**src/hw/cpu_mem_consts.svh**
```systemverilog
// Constants of the core program-counter, return-stack and indirect-pointer logic.
// Contract
// - Return stack holds sixteen 15-bit entries, kept apart from data memory.
// - Overflow and underflow set sticky flags; optional software reset on either.
// - Two 16-bit indirect pointers reach all file registers and program memory.
// - Indirect access to program memory takes one extra instruction cycle.
// - Pointers offer a linear, unbanked view of general-purpose RAM.
// - Program counter is 15 bits wide, a 32K-word space of 14-bit words.
// - Program addresses beyond the implemented size wrap into it.
// - Reset loads the program counter with 0000h; interrupts vector to 0004h.
// - Top 128 words form the high-endurance region, low byte only.
// - Pointer high-byte bit 7 set makes the data port read program memory.
// - Indirect program read returns the word's low eight bits.
// - Indirect writes to program memory addresses have no effect.
// - Interrupt entry saves core context to shadows; return restores it.
// - Decoder supports exactly 49 instructions, pointer instructions included.
// - Data addresses are 12 bits: five bank bits, seven offset bits.
`ifndef CPU_MEM_CONSTS_SVH
`define CPU_MEM_CONSTS_SVH

`define PC_RESET_VEC  15'h0000
`define PC_IRQ_VEC    15'h0004
`define STACK_DEPTH   5'h10
`define PROG_WORDS    2048
`define HEF_WORDS     128
`define INSTR_COUNT   49
`define PTR_PFM_BIT   15
`define LIN_TAG       3'h1
`define LIN_GPR_BYTES 13'h0050
`define GPR_BASE      7'h20

`endif

```
**src/hw/cpu_mem_pkg.sv**
```systemverilog
// Types shared by the core memory access logic.
`default_nettype none
package cpu_mem_pkg;
	typedef logic [14:0] pc_t;
	typedef logic [15:0] ptr_t;
	typedef logic [11:0] daddr_t;
	typedef enum logic [1:0] {
		IND_IDLE = 2'b00,
		IND_DMEM = 2'b01,
		IND_PFMA = 2'b10,
		IND_PFMB = 2'b11
	} ind_state_t;
endpackage
`default_nettype wire

```
**src/hw/ret_stack_mem.sv**
```systemverilog
// Return-address memory with registered, write-first read port.
`default_nettype none
module ret_stack_mem #(
	parameter int W  = 15,
	parameter int AW = 4
) (
	input  wire logic          i_clk_sys,
	input  wire logic          i_ce,
	input  wire logic          i_we,
	input  wire logic [AW-1:0] i_waddr,
	input  wire logic [W-1:0]  i_wdata,
	input  wire logic [AW-1:0] i_raddr,
	output logic      [W-1:0]  o_rdata
);
	logic [W-1:0] mem [0:(1<<AW)-1];

	always_ff @(posedge i_clk_sys) begin
		if (i_ce && i_we) begin
			mem[i_waddr] <= i_wdata;
		end
	end

	always_ff @(posedge i_clk_sys) begin
		if (i_ce) begin
			if (i_we && i_waddr == i_raddr) begin
				o_rdata <= i_wdata;
			end else begin
				o_rdata <= mem[i_raddr];
			end
		end
	end
endmodule
`default_nettype wire

```
**src/hw/cpu_mem_access.sv**
```systemverilog
// Program counter, return stack, shadow context and indirect pointer access of the core.
`include "cpu_mem_consts.svh"
`default_nettype none
module cpu_mem_access #(
	parameter int PROG_WORDS = `PROG_WORDS,
	parameter int CTX_W      = 32
) (
	input  wire logic                   i_clk_sys,
	input  wire logic                   i_rst_b,
	input  wire logic                   i_ce,
	input  wire logic                   i_pc_inc,
	input  wire logic                   i_pc_load,
	input  wire logic                   i_call,
	input  wire logic                   i_ret,
	input  wire logic                   i_retfie,
	input  wire logic                   i_irq_take,
	input  wire cpu_mem_pkg::pc_t       i_pc_target,
	output cpu_mem_pkg::pc_t            o_pc,
	input  wire logic                   i_stk_err_rst_en,
	input  wire logic                   i_clr_ovf,
	input  wire logic                   i_clr_unf,
	output logic                        o_stack_overflow_flag,
	output logic                        o_stack_underflow_flag,
	output logic                        o_soft_reset,
	input  wire logic [CTX_W-1:0]       i_ctx,
	output logic      [CTX_W-1:0]       o_ctx_restore,
	output logic                        o_ctx_restore_valid,
	input  wire logic                   i_ptr_wr,
	input  wire logic                   i_ptr_wsel,
	input  wire logic                   i_ptr_whigh,
	input  wire logic [7:0]             i_ptr_wdata,
	output cpu_mem_pkg::ptr_t           o_ptr0,
	output cpu_mem_pkg::ptr_t           o_ptr1,
	input  wire logic                   i_ind_req,
	input  wire logic                   i_ind_sel,
	input  wire logic                   i_ind_we,
	input  wire logic [7:0]             i_ind_wdata,
	output logic                        o_ind_ready,
	output logic [7:0]                  o_ind_rdata,
	output logic                        o_ind_done,
	output logic                        o_ind_wr_ignored,
	output cpu_mem_pkg::daddr_t         o_dmem_addr,
	output logic                        o_dmem_rd,
	output logic                        o_dmem_we,
	output logic [7:0]                  o_dmem_wdata,
	input  wire logic [7:0]             i_dmem_rdata,
	output cpu_mem_pkg::pc_t            o_pfm_addr,
	output logic                        o_pfm_rd,
	output logic                        o_pfm_hef,
	input  wire logic [13:0]            i_pfm_rdata
);
	import cpu_mem_pkg::*;

	// ---------------------------------------------------------------
	// Address helpers
	// ---------------------------------------------------------------
	localparam pc_t PC_MASK  = pc_t'(PROG_WORDS - 1);
	localparam pc_t HEF_BASE = pc_t'(PROG_WORDS - `HEF_WORDS);
	// The decoder serving this block offers this many instructions.
	localparam int  N_INSTR  = `INSTR_COUNT;

	function automatic pc_t pc_wrap(input logic [15:0] a);
		pc_wrap = a[14:0] & PC_MASK;
	endfunction

	// Linear GPR space: consecutive 80-byte blocks of each bank's GPR area.
	function automatic daddr_t data_map(input ptr_t p);
		logic [12:0] bank;
		logic [12:0] loc;
		bank = p[12:0] / `LIN_GPR_BYTES;
		loc  = p[12:0] - 13'(bank * `LIN_GPR_BYTES);
		if (p[15:13] == `LIN_TAG) begin
			data_map = {bank[4:0], `GPR_BASE + loc[6:0]};
		end else begin
			data_map = p[11:0];
		end
	endfunction

	// ---------------------------------------------------------------
	// Stack control
	// ---------------------------------------------------------------
	logic [4:0]  cnt;
	logic [4:0]  next_cnt;
	logic [3:0]  top_idx;
	pc_t         top_q;
	pc_t         push_val;
	logic        do_irq;
	logic        do_pop;
	logic        do_call;
	logic        do_push;
	logic        ovf_evt;
	logic        unf_evt;
	logic        err_rst;
	logic        stk_we;
	logic [CTX_W-1:0] shadow;

	always_comb begin
		do_irq   = i_irq_take;
		do_pop   = !do_irq && (i_ret || i_retfie);
		do_call  = !do_irq && !do_pop && i_call;
		do_push  = do_irq || do_call;
		ovf_evt  = do_push && cnt == `STACK_DEPTH;
		unf_evt  = do_pop && cnt == 5'h00;
		err_rst  = i_stk_err_rst_en && (ovf_evt || unf_evt);
		stk_we   = do_push && !ovf_evt;
		push_val = do_irq ? o_pc : pc_wrap({1'b0, o_pc} + 16'h0001);
		if (err_rst) begin
			next_cnt = 5'h00;
		end else if (stk_we) begin
			next_cnt = cnt + 5'h01;
		end else if (do_pop && !unf_evt) begin
			next_cnt = cnt - 5'h01;
		end else begin
			next_cnt = cnt;
		end
		top_idx = 4'(next_cnt - 5'h01);
	end

	ret_stack_mem #(.W(15), .AW(4)) u_stack (
		.i_clk_sys (i_clk_sys),
		.i_ce      (i_ce),
		.i_we      (stk_we),
		.i_waddr   (cnt[3:0]),
		.i_wdata   (push_val),
		.i_raddr   (top_idx),
		.o_rdata   (top_q)
	);

	always_ff @(posedge i_clk_sys or negedge i_rst_b) begin
		if (!i_rst_b) begin
			cnt <= 5'h00;
		end else if (i_ce) begin
			cnt <= next_cnt;
		end
	end

	// ---------------------------------------------------------------
	// Program counter
	// ---------------------------------------------------------------
	always_ff @(posedge i_clk_sys or negedge i_rst_b) begin
		if (!i_rst_b) begin
			o_pc <= `PC_RESET_VEC;
		end else if (i_ce) begin
			if (err_rst) begin
				o_pc <= `PC_RESET_VEC;
			end else if (do_irq) begin
				o_pc <= `PC_IRQ_VEC;
			end else if (do_pop) begin
				o_pc <= unf_evt ? `PC_RESET_VEC : pc_wrap({1'b0, top_q});
			end else if (do_call || i_pc_load) begin
				o_pc <= pc_wrap({1'b0, i_pc_target});
			end else if (i_pc_inc) begin
				o_pc <= pc_wrap({1'b0, o_pc} + 16'h0001);
			end
		end
	end

	// ---------------------------------------------------------------
	// Reset cause flags and software reset
	// ---------------------------------------------------------------
	always_ff @(posedge i_clk_sys or negedge i_rst_b) begin
		if (!i_rst_b) begin
			o_stack_overflow_flag  <= 1'b0;
			o_stack_underflow_flag <= 1'b0;
			o_soft_reset           <= 1'b0;
		end else if (i_ce) begin
			// A new event wins over a clear in the same cycle.
			o_stack_overflow_flag  <= ovf_evt || (o_stack_overflow_flag && !i_clr_ovf);
			o_stack_underflow_flag <= unf_evt || (o_stack_underflow_flag && !i_clr_unf);
			o_soft_reset           <= err_rst;
		end
	end

	// ---------------------------------------------------------------
	// Shadow context
	// ---------------------------------------------------------------
	always_ff @(posedge i_clk_sys or negedge i_rst_b) begin
		if (!i_rst_b) begin
			shadow              <= '0;
			o_ctx_restore       <= '0;
			o_ctx_restore_valid <= 1'b0;
		end else if (i_ce) begin
			if (do_irq) begin
				shadow <= i_ctx;
			end
			o_ctx_restore_valid <= do_pop && i_retfie;
			if (do_pop && i_retfie) begin
				o_ctx_restore <= shadow;
			end
		end
	end

	// ---------------------------------------------------------------
	// Indirect pointers
	// ---------------------------------------------------------------
	always_ff @(posedge i_clk_sys or negedge i_rst_b) begin
		if (!i_rst_b) begin
			o_ptr0 <= 16'h0000;
			o_ptr1 <= 16'h0000;
		end else if (i_ce && i_ptr_wr) begin
			if (!i_ptr_wsel && i_ptr_whigh) o_ptr0[15:8] <= i_ptr_wdata;
			if (!i_ptr_wsel && !i_ptr_whigh) o_ptr0[7:0] <= i_ptr_wdata;
			if (i_ptr_wsel && i_ptr_whigh) o_ptr1[15:8] <= i_ptr_wdata;
			if (i_ptr_wsel && !i_ptr_whigh) o_ptr1[7:0] <= i_ptr_wdata;
		end
	end

	// ---------------------------------------------------------------
	// Indirect data port
	// ---------------------------------------------------------------
	ind_state_t state;
	ptr_t       ind_ptr;
	logic       ind_pfm;
	logic       ind_go;
	logic       pend_we;

	always_comb begin
		ind_ptr     = i_ind_sel ? o_ptr1 : o_ptr0;
		ind_pfm     = ind_ptr[`PTR_PFM_BIT];
		o_ind_ready = state == IND_IDLE;
		ind_go      = i_ind_req && o_ind_ready;
	end

	always_ff @(posedge i_clk_sys or negedge i_rst_b) begin
		if (!i_rst_b) begin
			state            <= IND_IDLE;
			pend_we          <= 1'b0;
			o_dmem_addr      <= 12'h000;
			o_dmem_rd        <= 1'b0;
			o_dmem_we        <= 1'b0;
			o_dmem_wdata     <= 8'h00;
			o_pfm_addr       <= 15'h0000;
			o_pfm_rd         <= 1'b0;
			o_pfm_hef        <= 1'b0;
			o_ind_rdata      <= 8'h00;
			o_ind_done       <= 1'b0;
			o_ind_wr_ignored <= 1'b0;
		end else if (i_ce) begin
			o_dmem_rd        <= 1'b0;
			o_dmem_we        <= 1'b0;
			o_pfm_rd         <= 1'b0;
			o_ind_done       <= 1'b0;
			o_ind_wr_ignored <= 1'b0;
			case (state)
				IND_IDLE: begin
					if (ind_go) begin
						pend_we <= i_ind_we;
						if (ind_pfm) begin
							o_pfm_addr <= pc_wrap({1'b0, ind_ptr[14:0]});
							o_pfm_hef  <= pc_wrap({1'b0, ind_ptr[14:0]}) >= HEF_BASE;
							o_pfm_rd   <= !i_ind_we;
							state      <= IND_PFMA;
						end else begin
							o_dmem_addr  <= data_map(ind_ptr);
							o_dmem_rd    <= !i_ind_we;
							o_dmem_we    <= i_ind_we;
							o_dmem_wdata <= i_ind_wdata;
							state        <= IND_DMEM;
						end
					end
				end
				IND_DMEM: begin
					o_ind_rdata <= pend_we ? 8'h00 : i_dmem_rdata;
					o_ind_done  <= 1'b1;
					state       <= IND_IDLE;
				end
				IND_PFMA: begin
					state <= IND_PFMB;
				end
				IND_PFMB: begin
					o_ind_rdata      <= pend_we ? 8'h00 : i_pfm_rdata[7:0];
					o_ind_done       <= 1'b1;
					o_ind_wr_ignored <= pend_we;
					state            <= IND_IDLE;
				end
				default: begin
					state <= IND_IDLE;
				end
			endcase
		end
	end

	// ---------------------------------------------------------------
	// Assertions
	// ---------------------------------------------------------------
	AST_DEPTH: assert property (@(posedge i_clk_sys) disable iff (!i_rst_b)
		cnt <= `STACK_DEPTH) else $error("stack count above depth");
	AST_CALL_RET: assert property (@(posedge i_clk_sys) disable iff (!i_rst_b)
		(i_ce && do_call && cnt < `STACK_DEPTH) ##1 (i_ce && i_ret && !i_irq_take)
		|=> o_pc == pc_wrap({1'b0, $past(o_pc, 2)} + 16'h0001))
		else $error("return did not resume after call");
	AST_OVF: assert property (@(posedge i_clk_sys) disable iff (!i_rst_b)
		(i_ce && do_push && cnt == `STACK_DEPTH) |=> o_stack_overflow_flag
		&& (o_soft_reset == $past(i_stk_err_rst_en))) else $error("overflow missed");
	AST_UNF: assert property (@(posedge i_clk_sys) disable iff (!i_rst_b)
		(i_ce && do_pop && cnt == 5'h00) |=> o_stack_underflow_flag
		&& (o_soft_reset == $past(i_stk_err_rst_en))) else $error("underflow missed");
	AST_SOFT_RST_PC: assert property (@(posedge i_clk_sys) disable iff (!i_rst_b)
		o_soft_reset |-> o_pc == `PC_RESET_VEC && cnt == 5'h00)
		else $error("software reset left state");
	AST_IRQ_VEC: assert property (@(posedge i_clk_sys) disable iff (!i_rst_b)
		(i_ce && i_irq_take && !err_rst) |=> o_pc == `PC_IRQ_VEC)
		else $error("interrupt vector wrong");
	AST_PC_WRAP: assert property (@(posedge i_clk_sys) disable iff (!i_rst_b)
		((o_pc & ~PC_MASK) == 15'h0000) && ((o_pfm_addr & ~PC_MASK) == 15'h0000))
		else $error("address outside implemented memory");
	AST_PFM_READ: assert property (@(posedge i_clk_sys) disable iff (!i_rst_b)
		(i_ce && ind_go && ind_pfm && !i_ind_we) |=> o_pfm_rd && !o_dmem_rd && !o_dmem_we)
		else $error("pointer bit 7 did not select program memory");
	AST_PFM_LAT: assert property (@(posedge i_clk_sys) disable iff (!i_rst_b)
		(i_ce && ind_go && ind_pfm) ##1 (i_ce && !o_ind_done) ##1 (i_ce && !o_ind_done)
		|=> o_ind_done) else $error("program read latency wrong");
	AST_DMEM_LAT: assert property (@(posedge i_clk_sys) disable iff (!i_rst_b)
		(i_ce && ind_go && !ind_pfm) ##1 (i_ce && !o_ind_done) |=> o_ind_done)
		else $error("data access latency wrong");
	AST_PFM_NOWR: assert property (@(posedge i_clk_sys) disable iff (!i_rst_b)
		(i_ce && ind_go && ind_pfm && i_ind_we) |=> (!o_pfm_rd && !o_dmem_we)[*3])
		else $error("program memory write leaked");
	AST_LOW_BYTE: assert property (@(posedge i_clk_sys) disable iff (!i_rst_b)
		(i_ce && state == IND_PFMB && !pend_we) |=> o_ind_rdata == $past(i_pfm_rdata[7:0]))
		else $error("program read byte wrong");
	AST_RESTORE: assert property (@(posedge i_clk_sys) disable iff (!i_rst_b)
		(i_ce && do_pop && i_retfie) |=> o_ctx_restore_valid && o_ctx_restore == $past(shadow))
		else $error("context not restored");

	COV_IRQ_RETFIE: cover property (@(posedge i_clk_sys) disable iff (!i_rst_b)
		o_ctx_restore_valid);
	COV_PFM_READ: cover property (@(posedge i_clk_sys) disable iff (!i_rst_b)
		o_ind_done && !o_ind_wr_ignored && $past(state) == IND_PFMB);
	COV_OVF: cover property (@(posedge i_clk_sys) disable iff (!i_rst_b)
		$rose(o_stack_overflow_flag));
	COV_LINEAR: cover property (@(posedge i_clk_sys) disable iff (!i_rst_b)
		i_ce && ind_go && ind_ptr[15:13] == `LIN_TAG);
endmodule
`default_nettype wire

```
**config.mk**
```make
export PLATFORM = sky130hd
export DESIGN_NAME = cpu_mem_access
export DESIGN_NICKNAME = d
export VERILOG_FILES = /design/src/hw/cpu_mem_pkg.sv /design/src/hw/ret_stack_mem.sv /design/src/hw/cpu_mem_access.sv
export VERILOG_INCLUDE_DIRS = /design/src /design/src/hw
export SDC_FILE = /design/constraint.sdc
export NUM_CORES = 1
export LEC_CHECK = 0
export BUFFER_PORTS_ARGS = -buffer_cell sky130_fd_sc_hd__clkbuf_2
export CAP_MARGIN = 30
export CORE_AREA = 8 8 207 209
export CTS_CLUSTER_SIZE = 40
export DETAILED_ROUTE_END_ITERATION = 6
export DIE_AREA = 0 0 215 217
export PLACE_DENSITY_LB_ADDON = 0.08
export SYNTH_ARGS = -nofsm -noshare
export SYNTH_HDL_FRONTEND = slang
export SYNTH_SLANG_ARGS = --single-unit
```
**constraint.sdc**
```tcl
create_clock -name i_clk_sys -period 8.25 [get_ports i_clk_sys]
set_clock_uncertainty 0.05 [all_clocks]
set_input_delay 0.825 -clock i_clk_sys [delete_from_list [all_inputs] [get_ports i_clk_sys]]
set_output_delay 0.825 -clock i_clk_sys [all_outputs]
set_load 0.05 [all_outputs]
```
==> flow_summary.ini, run 1 <==
[run_status]
status = completed

[sta]
holdWs_ps = 223
rsz0062_at_grt = false
timing.fmax_mhz = 162
tightestPinTransition_ps = 994
hold_viol = 0
slew_viol_final = 0
finalSetupViolCount = 0
fin_crit_sh_pct = 74.9
max-slew-margin-rel_pct = 33.3
period_needed_ps = 6180
totalNegativeSetupSlack_ps = 0

[placed_design]
hpwlAfterDp_mm = 26.2
io_buffers = 217
gp_congestion = 0.804

[setup_path]
cp-end-kind = register
worstSetupStartpointType = input pin
r2r-end = o_dmem_addr[6]
cp_cell_sequence = clkbuf_2, mux2i_1, ha_1, nand2b_1, a211o_1, o31ai_1, nand3_2, or4_1, a21oi_2, nor4_4, nor2_1, a21oi_1, o311ai_4, ha_1, ha_1, o21ai_0, nand2b_1, a21oi_1, xnor2_1, xnor2_1, nor3b_1, mux2i_1, nand2_1
worst-setup-path-type = in2reg
crit_required_ps = 8680
r2r_slack_ps = 2710
timing.rr.start = o_ptr1[2]
critPathArrivalTime_ps = 6610
crit_top_cell = ha_1
max_stage_delay_ps = 800
rr_worst_depth = 22
cp_max_fo = 30
cpMaxStageDelayCell = mux2i_1

[logic_synthesis]
syn-cell-area_sq_um = 15600
synth_cell_types = 69
syn_area_per_cell_sq_um = 14.4
synth.ff_latch_count = 351
synth_top_area_share_pct = 36.1
yosysWarnings = 0
synth_area_leader_cell = edfxtp_1
synth_cells = 1083
async_flop_share_pct = 46.7
yosysSeqAreaShare_pct = 62.5
synth_area_leaders = edfxtp_1, dfrtp_1, mux2_2, mux4_2, mux2i_1
synth_edf_count = 187
synthFlopType = edfxtp_1

[grt]
grt_pass1_vias = 10172
grt_pass1_wl_mm = 60.4
grt_antenna_before_repair = 0
grt-ovfl-total = 0
grt_max_degree = 67
track_usage_pct = 16.1

[cts]
cts_hold_buf = 0
cts_tree = done
cts_made_buffers = 41
ctsResizeCount = 0
clk_root_buffer_cell = clkbuf_16
post_cts.repair.setup_buffers = 0
clockBufferDepth = 3
cts.sinks = 351
cts_max_level = 2
clock_latency_ps = 540
path_clk_slew_ps = 60

[pwr]
p_int_mw = 4.52
combPwrFrac_pct = 42.2
p_leak_nw = 7.64
power.net_switching_mw = 2.90
p_sw_share_pct = 39.1
clockPowerShare_pct = 24.5
total_power_mw = 7.42
p_per_area_nw_per_um2 = 395
seq_power_share_pct = 33.3
ir_drop_mv = 0.213

[die]
io_pins = 236
die_x_microns = 215
core_area_sq_um = 39500
die_area_sq_um = 46700
die_h_microns = 217
initial_utilization_pct = 39.4
rows = 73

[cells_and_area]
fin_nets = 1451
layout_common_cells = clkbuf_2, edfxtp_1, dfrtp_1
syn_to_final_growth_pct = 20.6
drive_gt1_share_pct = 37.0
final_common_cell = clkbuf_2
antennaDiodeCount = 0

[drt]
post-route-drc-count = 0
drt-total-wl_mm = 38.2
detail_route.wl_per_cell_microns = 20.2
vias = 9728
viasPerCell = 5.15
drtPass1Iterations = 5
drt_iter0_drc = 491
antenna_left = 0

[job]
cap_viol_max_count = 0

[worst_hold_path]
min_path_type = in2async
[critical path, delay by kind of cell]
family	cells	cell delay [ps]
AO/OA/AOI/OAI	7	1480
XOR/XNOR	2	300
adder cells (fa/ha/maj)	3	880
buffers and inverters	1	620
multiplexers	2	890
AND/OR/NAND/NOR	8	1600
[power groups by stage]
stage	Combinational, mW	Clock [mW]	Sequential [mW]
6_report	3.13	1.82	2.47
5_1_grt	3.40	1.94	2.51
4_1_cts	3.18	1.88	2.47
3_5_place_dp	3.17	0	2.51
3_3_place_gp	3.14	0	2.49
2_1_floorplan	1.72	0	3.09
[synth_stat cells, drive strengths merged (5+ instances only)]
master	n
nor3	17
mux2i	38
inv	14
nor2b	15
nor2	53
nand3	20
nand2b	12
nand2	80
a211oi	16
xor2	13
a22oi	10
a21oi	47
edfxtp	187
buf	23
ha	15
or3	5
mux4	44
clkbuf	35
o21ai	59
dfrtp	164
mux2	127
xnor2	22
nand4	5
[routing by layer]
| layer | vias up | GRT usage (%) | wire length (microns) |
|---|---|---|---|
| met2 | 252 | 24.2 | 16700 |
| met3 | 53 | 5.24 | 2850 |
| li1 | 4563 | - | - |
| met4 | 0 | 4.88 | 804 |
| met1 | 4860 | 22.2 | 17800 |
| met5 | - | 0 | 0 |
[layout make-up]
type,instances,area (sq um)
fill,3550,20700
sequential,351,9720
multi-input combinational,667,5580
timing repair buffer,258,1420
clock buffer,53,1080
tap,525,657
clock inverter,21,259
inverter,14,52.6
[per-stage QoR]
| stage | util, % | std cells | area (sq um) | setup slack, ps |
|---|---|---|---|---|
| after detailed placement | 44.2 | 1815 | 17400 | 1510 |
| after floorplan | - | 1090 | 15600 | 2250 |
| final | 47.6 | 1889 | 18800 | 2070 |
| after CTS | 47.6 | 1889 | 18800 | 2070 |
| after global placement | 43.9 | 1805 | 17300 | 1510 |
| after global routing | 47.6 | 1889 | 18800 | 1680 |
[state kept, by name, summed over array words and instances (netlist names), 2 cells and up]
name             cells
u_stack.mem        176
o_dmem_wdata         8
o_pfm_addr          11
o_ctx_restore       32
o_pc                11
state                2
o_ptr1              16
u_stack.o_rdata     11
o_ptr0              16
o_dmem_addr         12
o_ind_rdata          8
cnt                  5
shadow              32
[cell families after synthesis]
kind of cell    Yosys count  synth area share, %
mux                     209                 18.1
compound gates          169                 7.02
other cells               1               0.0241
xor+xnor                 35                 1.97
flops                   351                 62.5
buf+inv                  72                 2.09
fa+ha+maj                15                 1.21
simple gates            231                 7.14
[worst max-delay path by stage]
stage | slack, ps | depth (start not counted) | endpoint | start
2_1_floorplan | 2250 | 25 | o_dmem_addr[6] | i_ind_sel
3_3_place_gp | 1510 | 23 | o_dmem_addr[6] | i_ind_sel
3_5_place_dp | 1510 | 23 | o_dmem_addr[6] | i_ind_sel
4_1_cts | 2070 | 23 | o_dmem_addr[6] | i_ind_sel
5_1_grt | 1680 | 23 | o_dmem_addr[6] | i_ind_sel
6_report | 2070 | 23 | o_dmem_addr[6] | i_ind_sel
No activity file was read; power rests on OpenSTA's default activity.
==> run 2: changes to the inputs <==
==> constraint.sdc (replaced) <==
create_clock -name i_clk_sys -period 5.5 [get_ports i_clk_sys]
set_clock_uncertainty 0.05 [all_clocks]
set_input_delay 0.55 -clock i_clk_sys [delete_from_list [all_inputs] [get_ports i_clk_sys]]
set_output_delay 0.55 -clock i_clk_sys [all_outputs]
set_load 0.05 [all_outputs]
==> run 2 against run 1 <==
Global-route usage rose by 0.24 points. Sequential cell count is the same. Routed wire length is 0.81% higher. Utilization up 0.23 points. Sequential share of layout area shrank 0.25 points. Clock power is 39% higher. Via count increased by 0.70%. First-iteration DRC count rose by 30%. Combinational power grew 54%. Setup slack lost 1500 ps. Hold slack worse by 35 ps.
==> flow_summary.ini, run 2 (synthesized netlist as in run 1, its figures left out) <==
[run_status]
status = completed

[grt]
grt_antenna_before_repair = 2
grt_pass1_wl_mm = 61.0
grt_max_degree = 130
grt_pass1_vias = 10296
track_usage_pct = 16.4
grt-ovfl-total = 0

[pwr]
p_per_area_nw_per_um2 = 586
ir_drop_mv = 0.287
p_leak_nw = 7.69

[die]
rows = 73
io_pins = 236
initial_utilization_pct = 39.4
die_area_sq_um = 46700
die_h_microns = 217
die_x_microns = 215
core_area_sq_um = 39500

[cells_and_area]
final_common_cell = clkbuf_2
post-route-util_pct = 47.8
regMostFlops = u_stack.mem
antennaDiodeCount = 0
fillers = 3523
reg.largest.list = u_stack.mem: 176 flops, o_ctx_restore: 32 flops, shadow: 32 flops
largest_reg_flops = 176
drive_gt1_share_pct = 37.6
syn_to_final_growth_pct = 21.2
fin_nets = 1471
layout_common_cells = clkbuf_2, edfxtp_1, dfrtp_1

[sta]
max-slew-margin-rel_pct = 38.3
hold_viol = 0
slew_viol_final = 0
tightestPinTransition_ps = 921
rsz0062_at_grt = false
timing.fmax_mhz = 203
holdWs_ps = 187
period_needed_ps = 4930
totalNegativeSetupSlack_ps = 0
finalSetupViolCount = 0
fin_crit_sh_pct = 89.6

[cts]
post_cts.repair.setup_buffers = 0
path_clk_slew_ps = 60
clk_root_buffer_cell = clkbuf_16
clockBufferDepth = 3
clock_latency_ps = 540
cts_made_buffers = 40
ctsResizeCount = 0
cts_tree = done
cts_max_level = 2
cts_hold_buf = 1
cts.sinks = 351

[setup_path]
timing.rr.start = o_ptr1[2]
cp-end-kind = register
cp_max_fo = 16
critPathArrivalTime_ps = 5350
startpoint = o_ptr1[2]
crit_required_ps = 5920
worst-setup-path-type = reg2reg
worstSetupStartpointType = register

[job]
cap_viol_max_count = 0

[worst_hold_path]
min_path_type = in2reg
hp-start = i_ctx[12]

[placed_design]
io_buffers = 217
hpwlAfterDp_mm = 26.7
gp_congestion = 0.802

[drt]
drt_iter0_drc = 638
antenna_left = 0
drtPass1Iterations = 5
drt-total-wl_mm = 38.5
post-route-drc-count = 0
viasPerCell = 5.13
vias = 9796
detail_route.wl_per_cell_microns = 20.2
-- run 2: path summary, 6_finish.rpt --
check                                 end  slack [ps]  cells past startpoint
hold reg to reg            o_ind_rdata[7]         430                      2
setup / recovery           o_dmem_addr[6]         570                     23
min in group asynchronous         o_pc[9]         420                      2
hold / removal                 shadow[12]         190                      2
max in group asynchronous  o_ind_rdata[5]        3810                      3
setup reg to reg           o_dmem_addr[6]         570                     23
-- run 2: stage by stage --
stage	instance area [sq um]	instances	total power, mW	setup WS (ps)
2_1_floorplan	15600	1090	7.21	23.5
3_3_place_gp	17500	1826	8.56	224
3_5_place_dp	17600	1834	8.62	138
4_1_cts	18900	1908	11.2	522
5_1_grt	18900	1909	11.7	165
6_report	18900	1909	11.1	570
-- run 2: layer usage --
metal	GRT usage [%]	vias to the layer above	share of wire [%]
met4	4.72	4	2.0
met3	4.65	51	6.7
met2	24.8	238	44
met1	22.8	4911	47
met5	0	-	0.060
li1	-	4592	-
-- run 2: critical path, stage by stage (launching register included) --
cell	delay (ps)
dfrtp_1	410
mux2i_1	280
ha_1	200
nand2b_1	80
a211o_1	320
o31ai_1	290
nand3_2	120
buf_4	200
nor2b_1	150
o41ai_2	410
nor4_4	140
nor2_1	170
a21oi_1	90
o311ai_4	330
ha_1	300
ha_1	310
o21ai_0	90
nand2b_1	70
a21oi_1	180
xnor2_1	150
xnor2_1	150
nor3b_1	200
mux2i_1	90
nand2_1	70
-- run 2: cell type report --
cell class | count | area, sq um | area share (%)
Sequential cell | 351 | 9720 | 51.5
Inverter | 14 | 52.6 | 0.279
Timing Repair Buffer | 279 | 1600 | 8.50
Clock buffer | 64 | 1130 | 6.00
Tap cell | 525 | 657 | 3.48
Multi-Input combinational cell | 667 | 5590 | 29.6
Clock inverter | 9 | 106 | 0.564
-- run 2: power by group --
group,switching [mW],internal [mW],total (mW),leakage [nW]
combinational,3.01,1.81,4.81,3.36
sequential,0.321,3.39,3.71,3.73
clock,1.03,1.51,2.53,0.597
==> run 3: changes to the inputs <==
--- a/config.mk
+++ b/config.mk
@@ -8,11 +8,12 @@
 export LEC_CHECK = 0
 export BUFFER_PORTS_ARGS = -buffer_cell sky130_fd_sc_hd__clkbuf_2
 export CAP_MARGIN = 30
-export CORE_AREA = 8 8 207 209
+export CORE_AREA = 8 8 226 228
 export CTS_CLUSTER_SIZE = 40
 export DETAILED_ROUTE_END_ITERATION = 6
-export DIE_AREA = 0 0 215 217
+export DIE_AREA = 0 0 234 236
 export PLACE_DENSITY_LB_ADDON = 0.08
 export SYNTH_ARGS = -nofsm -noshare
 export SYNTH_HDL_FRONTEND = slang
+export SYNTH_HIERARCHICAL = 1
 export SYNTH_SLANG_ARGS = --single-unit
==> run 3 against run 2 <==
Via count grew 5.6%. Cell area rose by 4.5%. Clock power grew 8%. Routed wire length up 15%. Critical path depth is 8 lower. Final cell count grew 6.3%. Highest routed layer unchanged. Critical path type unchanged. Area after synthesis is 3.7% higher. Critical endpoint is now u_stack/o_rdata[7]. Sequential cell count unchanged. Synthesized cell count up 1.8%. Power increased by 3.1%. First-iteration DRC count down 3.1%.
==> flow_summary.ini, run 3 <==
[run_status]
status = completed

[sta]
rsz0062_at_grt = false
totalNegativeSetupSlack_ps = 0
hold_viol = 0
setup_slack_ps = 381
fin_crit_sh_pct = 93.1
finalSetupViolCount = 0
timing.fmax_mhz = 195
tightestPinTransition_ps = 985
period_needed_ps = 5120
max-slew-margin-rel_pct = 34.1
slew_viol_final = 0

[placed_design]
io_buffers = 217
gp_congestion = 0.821
pre_cts_ws_ps = 42.1
hpwlAfterDp_mm = 30.7
place_area_sq_um = 18300

[cts]
post_cts.repair.setup_buffers = 0
clock_latency_ps = 550
cts.sinks = 351
path_clk_slew_ps = 60
cts_max_level = 2
cts_tree = done
clk_root_buffer_cell = clkbuf_16
cts_made_buffers = 40
clockBufferDepth = 3

[die]
io_pins = 236
die_h_microns = 236
die_x_microns = 234
die_area_sq_um = 55200
initial_utilization_pct = 34.1
rows = 80
core_area_sq_um = 47300

[drt]
drt_iter0_drc = 618
drtPass1Iterations = 5
vias = 10345
viasPerCell = 5.10
antenna_left = 0
detail_route.wl_per_cell_microns = 21.7
post-route-drc-count = 0
drt-total-wl_mm = 44.1

[grt]
track_usage_pct = 15.9
grt_pass1_vias = 10593
grt-ovfl-total = 0
grt_max_degree = 68
grt_antenna_before_repair = 3
grt_pass1_wl_mm = 67.1

[setup_path]
timing.rr.start = cnt[1]
r2r-end = u_stack/o_rdata[7]
cp_max_fo = 45
crit_required_ps = 5750
worst-setup-path-type = reg2reg
r2r_slack_ps = 380
startpoint = cnt[1]
rr_worst_depth = 15
worstSetupStartpointType = register
critPathArrivalTime_ps = 5360
cp-end-kind = register

[cells_and_area]
multi_input_area_sq_um = 6090
finalInstanceArea_sq_um = 19700
regArea_sq_um = 9720
drive_gt1_share_pct = 37.7
fillers = 4453
largest_reg_flops = 176
reg.largest.list = u_stack/mem: 176 flops, o_ctx_restore: 32 flops, shadow: 32 flops
fin_nets = 1501
final_common_cell = clkbuf_2
regMostFlops = u_stack/mem
syn_to_final_growth_pct = 22.2
layout_common_cells = clkbuf_2, edfxtp_1, dfrtp_1
antennaDiodeCount = 0

[worst_hold_path]
min_path_type = in2reg
hp-start = i_ind_wdata[7]
hold_depth = 2
worstHoldEndpoint = o_dmem_wdata[7]

[pwr]
p_leak_nw = 8.12
p_per_area_nw_per_um2 = 578
ir_drop_mv = 0.325

[job]
cap_viol_max_count = 0

[logic_synthesis]
synth_cells = 1103
syn-cell-area_sq_um = 16100
yosysWarnings = 6
syn_area_per_cell_sq_um = 14.6
[run 3: through the flow]
stage          instances  hold WS (ps)  util [%]  power [mW]
2_1_floorplan       1110           204         -        7.24
3_3_place_gp        1957           416      38.7        8.75
3_5_place_dp        1958           420      38.7        8.77
4_1_cts             2030           133      41.6        11.6
5_1_grt             2030           152      41.6        12.0
6_report            2030           175      41.6        11.4
[run 3: how the worst max path moves through the flow]
stage | end | slack [ps] | cells past startpoint
6_report | u_stack/o_rdata[7] | 380 | 15
5_1_grt | o_dmem_addr[6] | 6 | 23
4_1_cts | u_stack/o_rdata[7] | 320 | 15
3_5_place_dp | o_dmem_addr[6] | 40 | 25
3_3_place_gp | o_dmem_addr[6] | 40 | 25
2_1_floorplan | o_dmem_addr[6] | 30 | 26
[run 3: worst max-delay path, cell delays in order (launching register included)]
cell,delay [ps]
dfrtp_1,560
inv_1,180
ha_1,180
nor3b_1,430
nor2b_1,540
nor3_1,250
a22oi_1,230
xnor2_1,80
buf_4,170
nor2_1,290
xor2_4,190
buf_12,260
inv_1,110
a221oi_2,260
nand3_1,550
mux2_2,510
[run 3: report_power, final]
part	switching, mW	internal [mW]	leakage, nW
clock network	1.06	1.67	0.663
registers	0.324	3.37	3.73
logic	3.09	1.88	3.73
[run 3: metal layers]
layer	vias up	GRT usage, %	wire length, microns
li1	4806	-	-
met1	5220	21.2	19700
met2	263	25.2	20600
met3	52	3.89	2830
met4	4	4.71	889
met5	-	0	27
[run 3: area by class of cell]
cell class                      instances  share of cell area, %
Sequential cell                       351                   49.3
Multi-Input combinational cell        680                   30.9
Tap cell                              615                   3.90
Clock buffer                           54                   5.92
Timing Repair Buffer                  296                   8.69
Clock inverter                         17                  0.940
Inverter                               17                  0.324
[run 3: what timing repair did]
action / CTS / global route
hold buffers: 1 / 0
hold endpoints to repair: 37 / 0
resized for setup: 0 / 3
setup endpoints to repair: 0 / 1
